[src/include/etm_cfg.svh]
/*
 * Constants for the measurement-hold sequencer of a panel meter.
 * Assumes one 125 MHz clock; startup delay counts come from that rate.
 */
// How it works
// - Five trigger modes; continuous is the default after reset.
// - Continuous: measure always; timing only lights the trigger indicator.
// - Sample capture: one sample at timing assertion, shown until next.
// - Maximum track: keep largest while timing on, show it after release.
// - Minimum track: keep smallest while timing on, show it after release.
// - Span track: track both extremes, show maximum minus minimum.
// - Hold freezes display at its edge; timing, startup and zero ignored.
// - Continuous with scaling error: keep acquiring, flag error on display.
// - Hold taken during error and kept after it clears shows captured value.
// - Reset input clears data, stops measuring, reading shows no data.
// - Sample capture: timing assertions during reset capture nothing.
// - Sample capture: scaling error stops acquisition; timing edges ignored.
// - Analog output follows displayed reading; zero when no data exists.
// - Trigger inputs are active low; falling edge is assertion.
// - Startup input assertion suppresses measurement for the startup delay.
`ifndef ETM_CFG_SVH
`define ETM_CFG_SVH

// ***************************************************************
// Timing
// ***************************************************************
`define ETM_CLK_MHZ        125
`define ETM_STARTUP_MS     100
`define ETM_STARTUP_CYC    (`ETM_STARTUP_MS * `ETM_CLK_MHZ * 1000)

// ***************************************************************
// Widths and values
// ***************************************************************
`define ETM_CNT_W          32
`define ETM_ZERO_VAL       32'h0000_0000
`define ETM_CNT_ONE        32'h0000_0001

// ***************************************************************
// Trigger pin positions
// ***************************************************************
`define ETM_NUM_PINS       5
`define ETM_PIN_TIM        0
`define ETM_PIN_HLD        1
`define ETM_PIN_RST        2
`define ETM_PIN_ZRO        3
`define ETM_PIN_SUP        4

`endif

[src/include/etm_pkg.sv]
/*
 * Types for the measurement-hold sequencer.
 * Assumes the constants header is included by design files.
 */
package etm_pkg;

  // ***************************************************************
  // Trigger modes
  // ***************************************************************
  typedef enum logic [2:0] {
    ETM_CONTINUOUS_MODE,
    ETM_SAMPLE_CAPTURE_MODE,
    ETM_MAXIMUM_TRACK_MODE,
    ETM_MINIMUM_TRACK_MODE,
    ETM_SPAN_TRACK_MODE
  } etm_mode_t;

endpackage

[src/etm_event_trigger.sv]
/*
 * Measurement-hold sequencer: trigger input handling, extreme tracking,
 * display value and analog output code.
 * Assumes converter samples arrive with a same-clock valid strobe and the
 * trigger lines come straight from pins.
 */
`timescale 1ns/1ps
`default_nettype none
`include "etm_cfg.svh"

module etm_event_trigger #(
  parameter int          DW          = 20,
  parameter logic [31:0] STARTUP_CYC = `ETM_STARTUP_CYC
) (
  // Clock and reset
  input  wire logic              MCLK,
  input  wire logic              RST_N,
  // Configuration
  input  wire etm_pkg::etm_mode_t MODE,
  // Trigger pins, active low
  input  wire logic              TIMING_N,
  input  wire logic              HOLD_N,
  input  wire logic              RESET_N,
  input  wire logic              ZERO_N,
  input  wire logic              STARTUP_DELAY_INPUT_N,
  // Converter side
  input  wire logic              SAMPLE_VALID,
  input  wire logic signed [DW-1:0] SAMPLE,
  input  wire logic              SCALE_ERR,
  // Outputs
  output logic signed [DW-1:0]   DISPLAY_VALUE,
  output logic                   DISPLAY_VALID,
  output logic                   DISPLAY_ERR,
  output logic                   TRIGGER_INDICATOR,
  output logic                   ZERO_REQ,
  output logic signed [DW-1:0]   ANALOG_OUT
);
  import etm_pkg::*;

  // ***************************************************************
  // Input synchronisers
  // ***************************************************************
  // Index: 0 timing, 1 hold, 2 reset, 3 zero, 4 startup
  logic      [`ETM_NUM_PINS-1:0] pins;
  wire logic [`ETM_NUM_PINS-1:0] act;
  wire logic [`ETM_NUM_PINS-1:0] fall;
  wire logic [`ETM_NUM_PINS-1:0] rise;

  assign pins = {STARTUP_DELAY_INPUT_N, ZERO_N, RESET_N, HOLD_N, TIMING_N};

  // Flops live per pin so no two processes write one vector
  genvar gi;
  generate
    for (gi = 0; gi < `ETM_NUM_PINS; gi++) begin : g_sync
      logic meta_ff;
      logic sync_ff;
      logic prev_ff;
      always_ff @(posedge MCLK or negedge RST_N) begin
        if (!RST_N) begin
          meta_ff <= 1'b1;
          sync_ff <= 1'b1;
          prev_ff <= 1'b1;
        end else begin
          meta_ff <= pins[gi];
          sync_ff <= meta_ff;
          prev_ff <= sync_ff;
        end
      end
      assign act[gi]  = ~sync_ff;
      assign fall[gi] = prev_ff & ~sync_ff;
      assign rise[gi] = ~prev_ff & sync_ff;
    end
  endgenerate

  logic timing_on;
  logic hold_on;
  logic reset_on;
  logic timing_fall;
  logic timing_rise;
  logic hold_fall;
  assign timing_on   = act[`ETM_PIN_TIM];
  assign hold_on     = act[`ETM_PIN_HLD];
  assign reset_on    = act[`ETM_PIN_RST];
  assign timing_fall = fall[`ETM_PIN_TIM];
  assign timing_rise = rise[`ETM_PIN_TIM];
  assign hold_fall   = fall[`ETM_PIN_HLD];

  // ***************************************************************
  // Startup delay
  // ***************************************************************
  // Hold blocks the startup input, so a start under hold is lost
  logic [`ETM_CNT_W-1:0] start_cnt_ff;
  logic                  start_busy;
  assign start_busy = (start_cnt_ff != `ETM_ZERO_VAL);

  always_ff @(posedge MCLK or negedge RST_N) begin
    if (!RST_N) begin
      start_cnt_ff <= `ETM_ZERO_VAL;
    end else if (fall[`ETM_PIN_SUP] && !hold_on) begin
      start_cnt_ff <= STARTUP_CYC;
    end else if (start_busy) begin
      start_cnt_ff <= start_cnt_ff - `ETM_CNT_ONE;
    end
  end

  // ***************************************************************
  // Measurement
  // ***************************************************************
  logic       meas_ok;
  logic       span_mode;
  logic       max_mode;
  logic       min_mode;
  logic signed [DW-1:0] max_ff;
  logic signed [DW-1:0] min_ff;
  logic signed [DW-1:0] live_ff;
  logic       have_ff;
  logic       ext_ff;

  assign meas_ok   = SAMPLE_VALID && !reset_on && !start_busy;
  assign max_mode  = (MODE == ETM_MAXIMUM_TRACK_MODE);
  assign min_mode  = (MODE == ETM_MINIMUM_TRACK_MODE);
  assign span_mode = (MODE == ETM_SPAN_TRACK_MODE);

  // Live or sampled value and the no-data flag
  always_ff @(posedge MCLK or negedge RST_N) begin
    if (!RST_N) begin
      live_ff <= '0;
      have_ff <= 1'b0;
    end else if (reset_on) begin
      live_ff <= '0;
      have_ff <= 1'b0;
    end else if (hold_on) begin
      live_ff <= live_ff;
    end else begin
      case (MODE)
        ETM_SAMPLE_CAPTURE_MODE: begin
          if (timing_fall && meas_ok && !SCALE_ERR) begin
            live_ff <= SAMPLE;
            have_ff <= 1'b1;
          end
        end
        ETM_MAXIMUM_TRACK_MODE, ETM_MINIMUM_TRACK_MODE,
        ETM_SPAN_TRACK_MODE: begin
          if (timing_rise && ext_ff) begin
            have_ff <= 1'b1;
          end
        end
        // Unused codes behave as continuous, the fallback mode
        default: begin
          if (meas_ok) begin
            live_ff <= SAMPLE;
            have_ff <= 1'b1;
          end
        end
      endcase
    end
  end

  // Extreme tracking; a fresh timing assertion restarts the window
  always_ff @(posedge MCLK or negedge RST_N) begin
    if (!RST_N) begin
      max_ff <= '0;
      min_ff <= '0;
      ext_ff <= 1'b0;
    end else if (reset_on) begin
      ext_ff <= 1'b0;
    end else if (!hold_on && (max_mode || min_mode || span_mode)) begin
      if (timing_fall) begin
        ext_ff <= 1'b0;
      end else if (timing_on && meas_ok && !SCALE_ERR) begin
        ext_ff <= 1'b1;
        if (!ext_ff || SAMPLE > max_ff) begin
          max_ff <= SAMPLE;
        end
        if (!ext_ff || SAMPLE < min_ff) begin
          min_ff <= SAMPLE;
        end
      end
    end
  end

  // ***************************************************************
  // Display and outputs
  // ***************************************************************
  logic signed [DW-1:0] shown;
  logic                 shown_ok;
  logic signed [DW-1:0] frz_ff;
  logic                 frz_ok_ff;
  logic                 shown_err;

  always_comb begin
    shown    = live_ff;
    shown_ok = have_ff;
    case (MODE)
      ETM_MAXIMUM_TRACK_MODE: shown = max_ff;
      ETM_MINIMUM_TRACK_MODE: shown = min_ff;
      ETM_SPAN_TRACK_MODE:    shown = DW'(max_ff - min_ff);
      default:                shown = live_ff;
    endcase
    if ((max_mode || min_mode || span_mode) && timing_on && !hold_on) begin
      shown_ok = 1'b0;
    end
  end

  // Frozen copy taken at the hold assertion, also during scaling error
  always_ff @(posedge MCLK or negedge RST_N) begin
    if (!RST_N) begin
      frz_ff    <= '0;
      frz_ok_ff <= 1'b0;
    end else if (hold_fall) begin
      frz_ff    <= shown;
      frz_ok_ff <= shown_ok;
    end
  end

  assign shown_err = SCALE_ERR;

  always_ff @(posedge MCLK or negedge RST_N) begin
    if (!RST_N) begin
      DISPLAY_VALUE     <= '0;
      DISPLAY_VALID     <= 1'b0;
      DISPLAY_ERR       <= 1'b0;
      TRIGGER_INDICATOR <= 1'b0;
      ZERO_REQ          <= 1'b0;
      ANALOG_OUT        <= '0;
    end else begin
      DISPLAY_ERR       <= shown_err;
      TRIGGER_INDICATOR <= timing_on && !hold_on;
      ZERO_REQ          <= fall[`ETM_PIN_ZRO] && !hold_on;
      // On the hold edge the frozen copy is not loaded yet: show live
      if (hold_on && !reset_on && !hold_fall) begin
        DISPLAY_VALUE <= frz_ok_ff ? frz_ff : '0;
        DISPLAY_VALID <= frz_ok_ff;
        ANALOG_OUT    <= frz_ok_ff ? frz_ff : '0;
      end else begin
        DISPLAY_VALUE <= (shown_ok && !reset_on) ? shown : '0;
        DISPLAY_VALID <= shown_ok && !reset_on;
        ANALOG_OUT    <= (shown_ok && !reset_on) ? shown : '0;
      end
    end
  end

endmodule

`default_nettype wire

[config.mk]
export PLATFORM = sky130hd
export DESIGN_NAME = etm_event_trigger
export DESIGN_NICKNAME = d
export VERILOG_FILES = /design/src/include/etm_pkg.sv /design/src/etm_event_trigger.sv
export VERILOG_INCLUDE_DIRS = /design/src /design/src/include
export SDC_FILE = /design/constraint.sdc
export NUM_CORES = 1
export LEC_CHECK = 0
export BUFFER_PORTS_ARGS = -buffer_cell sky130_fd_sc_hd__buf_2
export CAP_MARGIN = 30
export CELL_PAD_IN_SITES_DETAIL_PLACEMENT = 2
export CELL_PAD_IN_SITES_GLOBAL_PLACEMENT = 2
export CORE_MARGIN = 2
export CORE_UTILIZATION = 40
export CTS_BUF_LIST = sky130_fd_sc_hd__clkbuf_8
export DETAILED_ROUTE_END_ITERATION = 10
export GPL_TIMING_DRIVEN = 0
export PLACE_DENSITY = 0.84
export SYNTH_ARGS = -nofsm -noshare
export SYNTH_HDL_FRONTEND = slang
export SYNTH_SLANG_ARGS = --single-unit
export TNS_END_PERCENT = 100
[constraint.sdc]
create_clock -name MCLK -period 4.1 [get_ports MCLK]
set_input_delay 0.615 -clock MCLK [delete_from_list [all_inputs] [get_ports MCLK]]
set_output_delay 0.615 -clock MCLK [all_outputs]
set_load 0.01 [all_outputs]
Word-level counts from Yosys, hierarchy flattened

Index checks and enable logic that the tools add are counted.

Register bits after elaboration: 153
Input bits: 32
Output and inout port bits: 44
Logic and storage cells: 109

Add/sub/neg operators: 2
$lt $le $gt $ge: 2
Equality and inequality tests: 12
Mux-type cells: 23
Bitwise operators: 11
Reduce and logical (&&, ||, !) cells: 32

Operators by type and width:

| operator                                              | count |
|---|---|
| 2-to-1 mux 20 bit                                     | 7 |
| 2-to-1 mux 32 bit                                     | 2 |
| case mux 20 bit (3 select lines)                      | 1 |
| case mux 20 bit (2 select lines)                      | 1 |
| nonzero test 32 bit                                   | 1 |
| subtractor 32 x 1 -> 32 bit, second input constant    | 1 |
| greater-than comparator 20 bit                        | 1 |
| < comparator 20 bit                                   | 1 |
| subtractor 20 bit                                     | 1 |
| logical AND 1 bit                                     | 16 |
| 2-to-1 mux 1 bit                                      | 11 |
| AND reduction 5 bit                                   | 2 |
| AND reduction 4 bit                                   | 2 |
| equality test 3 x 2 -> 1 bit, second input constant   | 2 |
| inequality test 3 x 1 -> 1 bit, second input constant | 2 |
| inequality test 3 bit, second input constant          | 2 |
| inverter 1 bit                                        | 6 |
| AND 1 bit                                             | 5 |
| zero test 1 bit                                       | 4 |
| logical OR 1 bit                                      | 4 |
| inequality test 2 bit, second input constant          | 2 |
| inequality test 4 x 1 -> 1 bit, second input constant | 1 |
| equality test 3 x 1 -> 1 bit, second input constant   | 1 |
| equality test 3 bit, second input constant            | 1 |
| other kinds (5)                                       | 5 |

Logic depth before layout (Yosys ltp)

Gate-level depths: netlist of run 1.

Depth in word-level cells: 9
Gate-level depth with buffers: 12

Worst setup path after synthesis of run 1

OpenSTA, ideal clock, no wires.

Path kind: register -> register
From: reg start_cnt_ff[0]
To: reg min_ff[0]
Arrival: 2774 ps
Required time: 3975 ps
Path slack: 1200 ps
Stages on the path, launching flop included: 12
Path buffers: 1
Clock period less this slack: 2900 ps
Path through: dfrtp_1 inv_1 ha_1 or3b_2 nor3_2 nand4_2 or3_4 nor2_4 and4_4 o2111a_4 buf_12 mux2_4

Longest elaborated chain between the ends: 6

Ends and longest elaborated chain:

| what                                 | RTL line                 | source |
|---|---|---|
| start: declaration                   | etm_event_trigger.sv:92  | `` logic [`ETM_CNT_W-1:0] start_cnt_ff; `` |
| start signal: assignment             | etm_event_trigger.sv:98  | `` start_cnt_ff <= `ETM_ZERO_VAL; `` |
| start signal: assignment             | etm_event_trigger.sv:102 | `` start_cnt_ff <= start_cnt_ff - `ETM_CNT_ONE; `` |
| nonzero test 32 bit (no source line) | n/a                      |  |
| zero test 1 bit                      | etm_event_trigger.sv:119 | `assign meas_ok = SAMPLE_VALID && !reset_on && !start_busy;` |
| logical AND 1 bit                    | etm_event_trigger.sv:119 |  |
| logical AND 1 bit (2 in series)      | etm_event_trigger.sv:170 | `end else if (timing_on && meas_ok && !SCALE_ERR) begin` |
| AND reduction 5 bit (no source line) | n/a                      |  |
| end signal: assignment               | etm_event_trigger.sv:163 | `min_ff <= '0;` |
| end signal: assignment               | etm_event_trigger.sv:176 | `min_ff <= SAMPLE;` |
| end: declaration                     | etm_event_trigger.sv:114 | `logic signed [DW-1:0] min_ff;` |

Every way passes these cells.
A chain may end at the register's enable or synchronous reset.

Worst setup path in the final report of run 1

From: reg start_cnt_ff[0]
To: reg live_ff[13]

Longest elaborated chain between the ends: 7

Ends and longest elaborated chain:

| what                                     | RTL line                 | source |
|---|---|---|
| nonzero test 32 bit (no source line) (*) | n/a                      |  |
| zero test 1 bit (*)                      | etm_event_trigger.sv:119 |  |
| logical AND 1 bit (*)                    | etm_event_trigger.sv:119 |  |
| logical AND 1 bit (2 in series)          | etm_event_trigger.sv:137 | `if (timing_fall && meas_ok && !SCALE_ERR) begin` |
| inequality test 3 bit (no source line)   | n/a                      |  |
| AND reduction 4 bit (no source line) (*) | n/a                      |  |
| end signal: assignment                   | etm_event_trigger.sv:133 | `live_ff <= live_ff;` |
| end: declaration                         | etm_event_trigger.sv:115 | `logic signed [DW-1:0] live_ff;` |

Every way passes the cells marked *; elsewhere a longest branch is shown, timed or not.

==> impl_metrics.toml, run 1 <==
[status]
status = "complete, no violations"

[grt]
globalRoute.busiestLayer = "met2"
use_met3_pct = 3.89
gr-total-overflow = 0
antenna_found_initial = 0
grt_max_degree = 91
grt_pass1_wl_um = 48400
grt_pass1_vias = 8483
met1_usage_pct = 35.0
met2_usage_pct = 43.2
groute.usage.overall_pct = 26.1

[setup_path]
critPathKind = "register to register"
cp-end-kind = "register"
r2r-end = "live_ff[13]"
startpoint_type = "register"
cp_max_fo = 10
reg2reg_slack_ns = 0.66
required_ns = 4.51
arrival_ns = 3.85
reg2reg_from = "start_cnt_ff[0]"
r2r_cells = 11

[power_and_ir_drop]
powerDensity_nw_per_um2 = 336
report.power.total_mw = 3.39
ir_drop_mv = 0.191
leakagePower_nw = 4.75

[timing]
fin_crit_sh_pct = 83.9
final-setup-viol-count = 0
tns_ns = 0
hold_viol_final = 0
rsz0062_at_grt = "no"
relSlewSlack_pct = 41.3
period_needed_ns = 3.44
fmax_mhz = 291
finalMaxSlewViolations = 0
setup_slack_ns = 0.658
skew_ns = 0.0205
worstMarginPinSlew_ns = 0.880

[route]
viasPerCell = 5.73
first_pass_iters = 5
totalWireLength_um = 29500
postRouteAntennaNets = 0
vias = 7492
drc = 0
drt-initial-drc-count = 325
wl_per_cell_um = 22.6

[final_layout]
n_fill_cell = 2408
final_core_util_pct = 46.2
diodes = 0
drive_above_1_share_pct = 19.5
fin_nets = 1106
multi_input_area_sq_um = 4600
regArea_sq_um = 3850
area_growth_pct = 12.7

[synthesis]
avgSynthCellArea_sq_um = 9.74
synthTopCellsByCount = "dfrtp_1 (139), nand2_1 (100), nor2_1 (73), a21oi_1 (65), o21ai_0 (63)"
syn_nets = 1013
synth-edff-count = 0
synthFlopType = "dfrtp_1"
ys_ff_latch = 153
yosys_warnings = 0
yosysTopAreaCell = "dfrtp_1"
synth_most_common_cell = "dfrtp_1"
syn_area_sq_um = 8970
async_flop_share_pct = 100
ys_top_cells_by_area = "dfrtp_1 (39%), ha_1 (8.2%), mux2_4 (6.5%)"
yosysSeqAreaShare_pct = 42.9
netlist_instances = 921
synth.distinct_cells = 62
yosysTopAreaCellShare_pct = 38.8

[clocking]
cts_tree = "yes"
clk_pin_slew_ns = 0.10
clk_latency_ns = 0.48
cts_buffers = 17
cts_setup_buffers = 0
cts.sinks = 153
cts_max_path_buffers = 2
cts_root_buffer = "clkbuf_8"
hold_buffers = 0
cts_htree_levels = 4
cts-resized-gates = 0

[placed_design]
hpwl_um = 21500
gp_congestion = 0.864
place_ws_ns = 0.745
io_buffers = 73

[floorplan]
io_pins = 76
rows = 54
die_h_um = 154
die_w_um = 154
start_util_pct = 41.0
core_area_sq_um = 21900
die-area_sq_um = 23600

[worst_hold_path]
hp-class = "input pin to asynchronous set/reset pin"

[job]
cap_violations = 0
==> kinds of logic (layout without fill, tap and decap cells) <==
| group | count (synthesis) | count (layout) | share of synthesized area, % |
|---|---|---|---|
| xor gates and xnor gates | 35 | 35 | 3.42 |
| DFF | 153 | 153 | 42.9 |
| AOI/OAI and AO/OA | 236 | 236 | 16.7 |
| muxes | 53 | 53 | 8.09 |
| and+or+nand+nor | 276 | 276 | 14.6 |
| buffers and inverters | 108 | 214 | 5.93 |
| adders and majority gates | 60 | 60 | 8.45 |
==> layout by cell type (no fill, tap or decap), types with 4 or more instances in the layout <==
cell type	instances
a211o_1	4
a211oi_1	8
a21o_1	24
a21oi_1	65
a22o_1	23
a31oi_1	8
and3_1	5
buf_2	75
buf_4	20
clkbuf_1	31
clkbuf_8	17
dfrtp_1	139
dfstp_2	14
ha_1	59
inv_1	48
inv_6	5
inv_8	4
mux2_4	39
mux2i_1	14
nand2_1	100
nand2b_1	9
nand3_1	13
nand4_1	10
nor2_1	73
nor2b_1	5
nor3_1	14
nor4_1	8
o211ai_1	5
o21ai_0	63
o22ai_1	12
or3_1	17
xnor2_1	22
xor2_1	13
==> how the worst max path moves through the flow <==
stage                               start  slack (ns)          end  cells after the start
after floorplan           start_cnt_ff[0]        1.20    min_ff[0]                     11
after global placement              RST_N       -0.01     ZERO_REQ                      1
after detailed placement        SAMPLE[5]        0.74    max_ff[1]                     11
after CTS                 start_cnt_ff[0]        0.62  live_ff[11]                     11
after global routing      start_cnt_ff[1]        0.39   live_ff[0]                     11
final                     start_cnt_ff[0]        0.66  live_ff[13]                     11
==> critical path, cell delays in order (launching register included) <==
cell      delay [ns]
dfrtp_1         0.42
inv_1           0.07
ha_1            0.15
or3b_2          0.50
nor4b_1         0.60
nand2_1         0.14
or3_1           0.44
o211ai_1        0.18
nand3_1         0.14
nor2_1          0.22
buf_2           0.32
a22o_1          0.17
==> flip-flops by register name (all words and copies together), names as in the netlist, 4 cells and up <==
register        count
g_sync.prev_ff      4
g_sync.meta_ff      5
live_ff            20
start_cnt_ff       32
min_ff             20
g_sync.sync_ff      5
max_ff             20
ANALOG_OUT         20
frz_ff             20
==> power by group <==
part	internal, mW	total [mW]	leakage, nW	switching (mW)
registers	1.61	1.69	1.98	0.0841
clock network	0.452	1.17	0.187	0.719
logic	0.197	0.530	2.58	0.333
total	2.26	3.39	4.75	1.14
==> layer usage <==
layer  share of wire [%]  wire length [um]
met1                  45             13200
met5                   0                 0
met4                 2.7               793
met2                  48             14300
met3                 4.3              1270
==> stage by stage <==
stage	hold slack (ns)	cell area, sq um	instances
global route	0.0817	10100	1307
detailed placement	0.352	9730	1275
CTS	0.0775	10100	1307
global placement	0.345	9690	1274
floorplan	0.319	8970	921
finish	0.0538	10100	1307
==> cell type report <==
cell class,count,area share [%]
Multi-Input combinational cell,660,45.5
Sequential cell,153,38.0
Timing Repair Buffer,74,3.99
Buffer,60,3.48
Tap cell,280,3.47
Clock buffer,17,2.31
Inverter,48,1.78
Clock inverter,15,1.47
Note: power is estimated with default switching activity, not from simulation.
==> run 2, diff against run 1 <==
- CORE_UTILIZATION: 40 -> 36
- PLACE_DENSITY: 0.84 -> 0.79
- clock period: 4.1 -> 2.95 ns (I/O delays scaled with it)
==> run 2 against run 1 <==
  * The run now ends with negative setup slack left
  * Global-route usage is 2.8 points lower
  * Routed wire length grew 0.64%
  * Count of clock-buffer cells in the layout unchanged
  * Via count rose by 0.39%
  * Register-to-register slack got worse by 0.79 ns
  * Cell count rose by 5.0%
  * Die area is 11% higher
  * Non-clock buffer count grew 22
  * Sequential power grew 40%
  * Critical path type unchanged
==> impl_metrics.toml, run 2 (same netlist as run 1, synthesis figures left out) <==
[status]
status = "finished, violations left"
violations = "negative setup slack"

[setup_path]
cp_max_fo = 5
cp-end-kind = "register"
arrival_ns = 3.43
required_ns = 3.30
critPathKind = "register to register"
startpoint_type = "register"

[final_layout]
area_growth_pct = 17.6
design_area_sq_um = 10600
multi_input_area_sq_um = 4710
regArea_sq_um = 3850
diodes = 0
largest_reg_flops = 32
final_cell_mix = "dfrtp_1 (139), nand2_1 (99), buf_2 (72)"
top_register = "start_cnt_ff"
n_fill_cell = 2673
final_core_util_pct = 43.3
fin_nets = 1128
final_common_cell = "dfrtp_1"
drive_above_1_share_pct = 23.5

[route]
wl_per_cell_um = 21.6
drt-initial-drc-count = 353
totalWireLength_um = 29700
postRouteAntennaNets = 0
drc = 0
vias = 7521
viasPerCell = 5.48
first_pass_iters = 5

[clocking]
clk_pin_slew_ns = 0.12
cts_root_buffer = "clkbuf_8"
cts_max_path_buffers = 2
cts_tree = "yes"
cts_buffers = 17
cts.sinks = 153
cts_htree_levels = 4
clk_latency_ns = 0.48

[floorplan]
die_w_um = 162
die_h_um = 162
start_util_pct = 36.8
rows = 57
core_area_sq_um = 24400
io_pins = 76
die-area_sq_um = 26200

[power_and_ir_drop]
ir_drop_mv = 0.218
leakagePower_nw = 4.93
powerDensity_nw_per_um2 = 461

[job]
cap_violations = 0

[timing]
relSlewSlack_pct = 36.9
period_needed_ns = 3.08
skew_ns = 0.0225
rsz0062_at_grt = "yes"
hold_viol_final = 0
final-setup-viol-count = 49
setup_slack_ns = -0.134
hold_ws_ns = 0.0467
fmax_mhz = 324
fin_crit_sh_pct = 105
finalMaxSlewViolations = 0
worstMarginPinSlew_ns = 0.946

[grt]
antenna_found_initial = 0
gr-total-overflow = 0
groute.usage.overall_pct = 23.3
grt_pass1_wl_um = 47400
grt_pass1_vias = 8118
grt_max_degree = 115

[worst_hold_path]
hp-class = "input pin to register"

[placed_design]
hpwl_um = 21300
io_buffers = 73
gp_congestion = 0.829
placed_area_sq_um = 9780
## run 2: changes by cell type in the layout (fill, tap and decap cells not counted), moves of 4 or more
| cell | previous run | this run |
|---|---|---|
| a21oi_1 | 65 | 61 |
| a21oi_2 | 0 | 4 |
| clkbuf_1 | 31 | 27 |
| buf_4 | 20 | 38 |
## run 2: path summary, 6_finish.rpt
| check | from | endpoint | slack, ns | depth (start not counted) |
|---|---|---|---|---|
| worst max-delay path | start_cnt_ff[15] | min_ff[1] | -0.13 | 11 |
| worst min-delay path | HOLD_N | g_sync[1].meta_ff | 0.05 | 1 |
| worst max register to register | start_cnt_ff[15] | min_ff[1] | -0.13 | 11 |
| worst min register to register | g_sync[2].meta_ff | g_sync[2].sync_ff | 0.35 | 0 |
| max in group asynchronous | RST_N | start_cnt_ff[20] | 1.63 | 3 |
| min in group asynchronous | RST_N | min_ff[19] | 0.43 | 2 |
## run 2: power breakdown
group          leakage, nW  switching (mW)  internal (mW)
Clock                0.203            1.04          0.649
Combinational         2.75           0.496          0.318
Sequential            1.98           0.119           2.24
Total                 4.93            1.66           3.20
## run 2: critical path, stage by stage (launching register included)
cell	delay, ns
dfrtp_1	0.41
or4_4	0.54
buf_6	0.15
nor2_4	0.11
nand4_2	0.14
or3_4	0.43
nor2_4	0.11
and4_4	0.26
o2111a_4	0.23
buf_12	0.12
buf_12	0.14
mux2_4	0.29
## run 2: cell type report
cell class              count  area share [%]
flip-flops and latches    153            36.4
clock inverters            15            1.68
clock buffers              17            2.22
multi-input cells         660            44.6
plain buffers              59            3.63
repair buffers             97            5.89
inverters                  48            1.71
well taps                 324            3.84
## run 2: per-layer routing
layer / part of all wire (%) / GRT usage (%) / wire length (um) / vias up
li1: - / - / - / 3479
met1: 48 / 32.8 / 14100 / 3879
met2: 47 / 37.7 / 14100 / 142
met3: 3.4 / 3.35 / 1010 / 21
met4: 1.6 / 6.03 / 489 / 0
met5: 0 / 0 / 0 / -
## run 2: per-stage QoR
step / std cells / setup slack, ns / setup TNS [ns] / power (mW)
floorplan: 921 / 0.0505 / 0 / 2.81
global placement: 1318 / -0.990 / -149.48 / 3.07
detailed placement: 1319 / -0.357 / -18.69 / 3.11
CTS: 1365 / -0.123 / -1.15 / 4.88
global route: 1373 / -0.240 / -9.68 / 5.12
finish: 1373 / -0.134 / -3.71 / 4.86
## run 2: repair_timing
action,in CTS,in global routing
hold buffers,1,0
pin swaps,6,17
buffers inserted,11,9
endpoints found under the hold margin,39,0
cloned,2,2
resized for setup,18,34
setup endpoints to repair,75,86
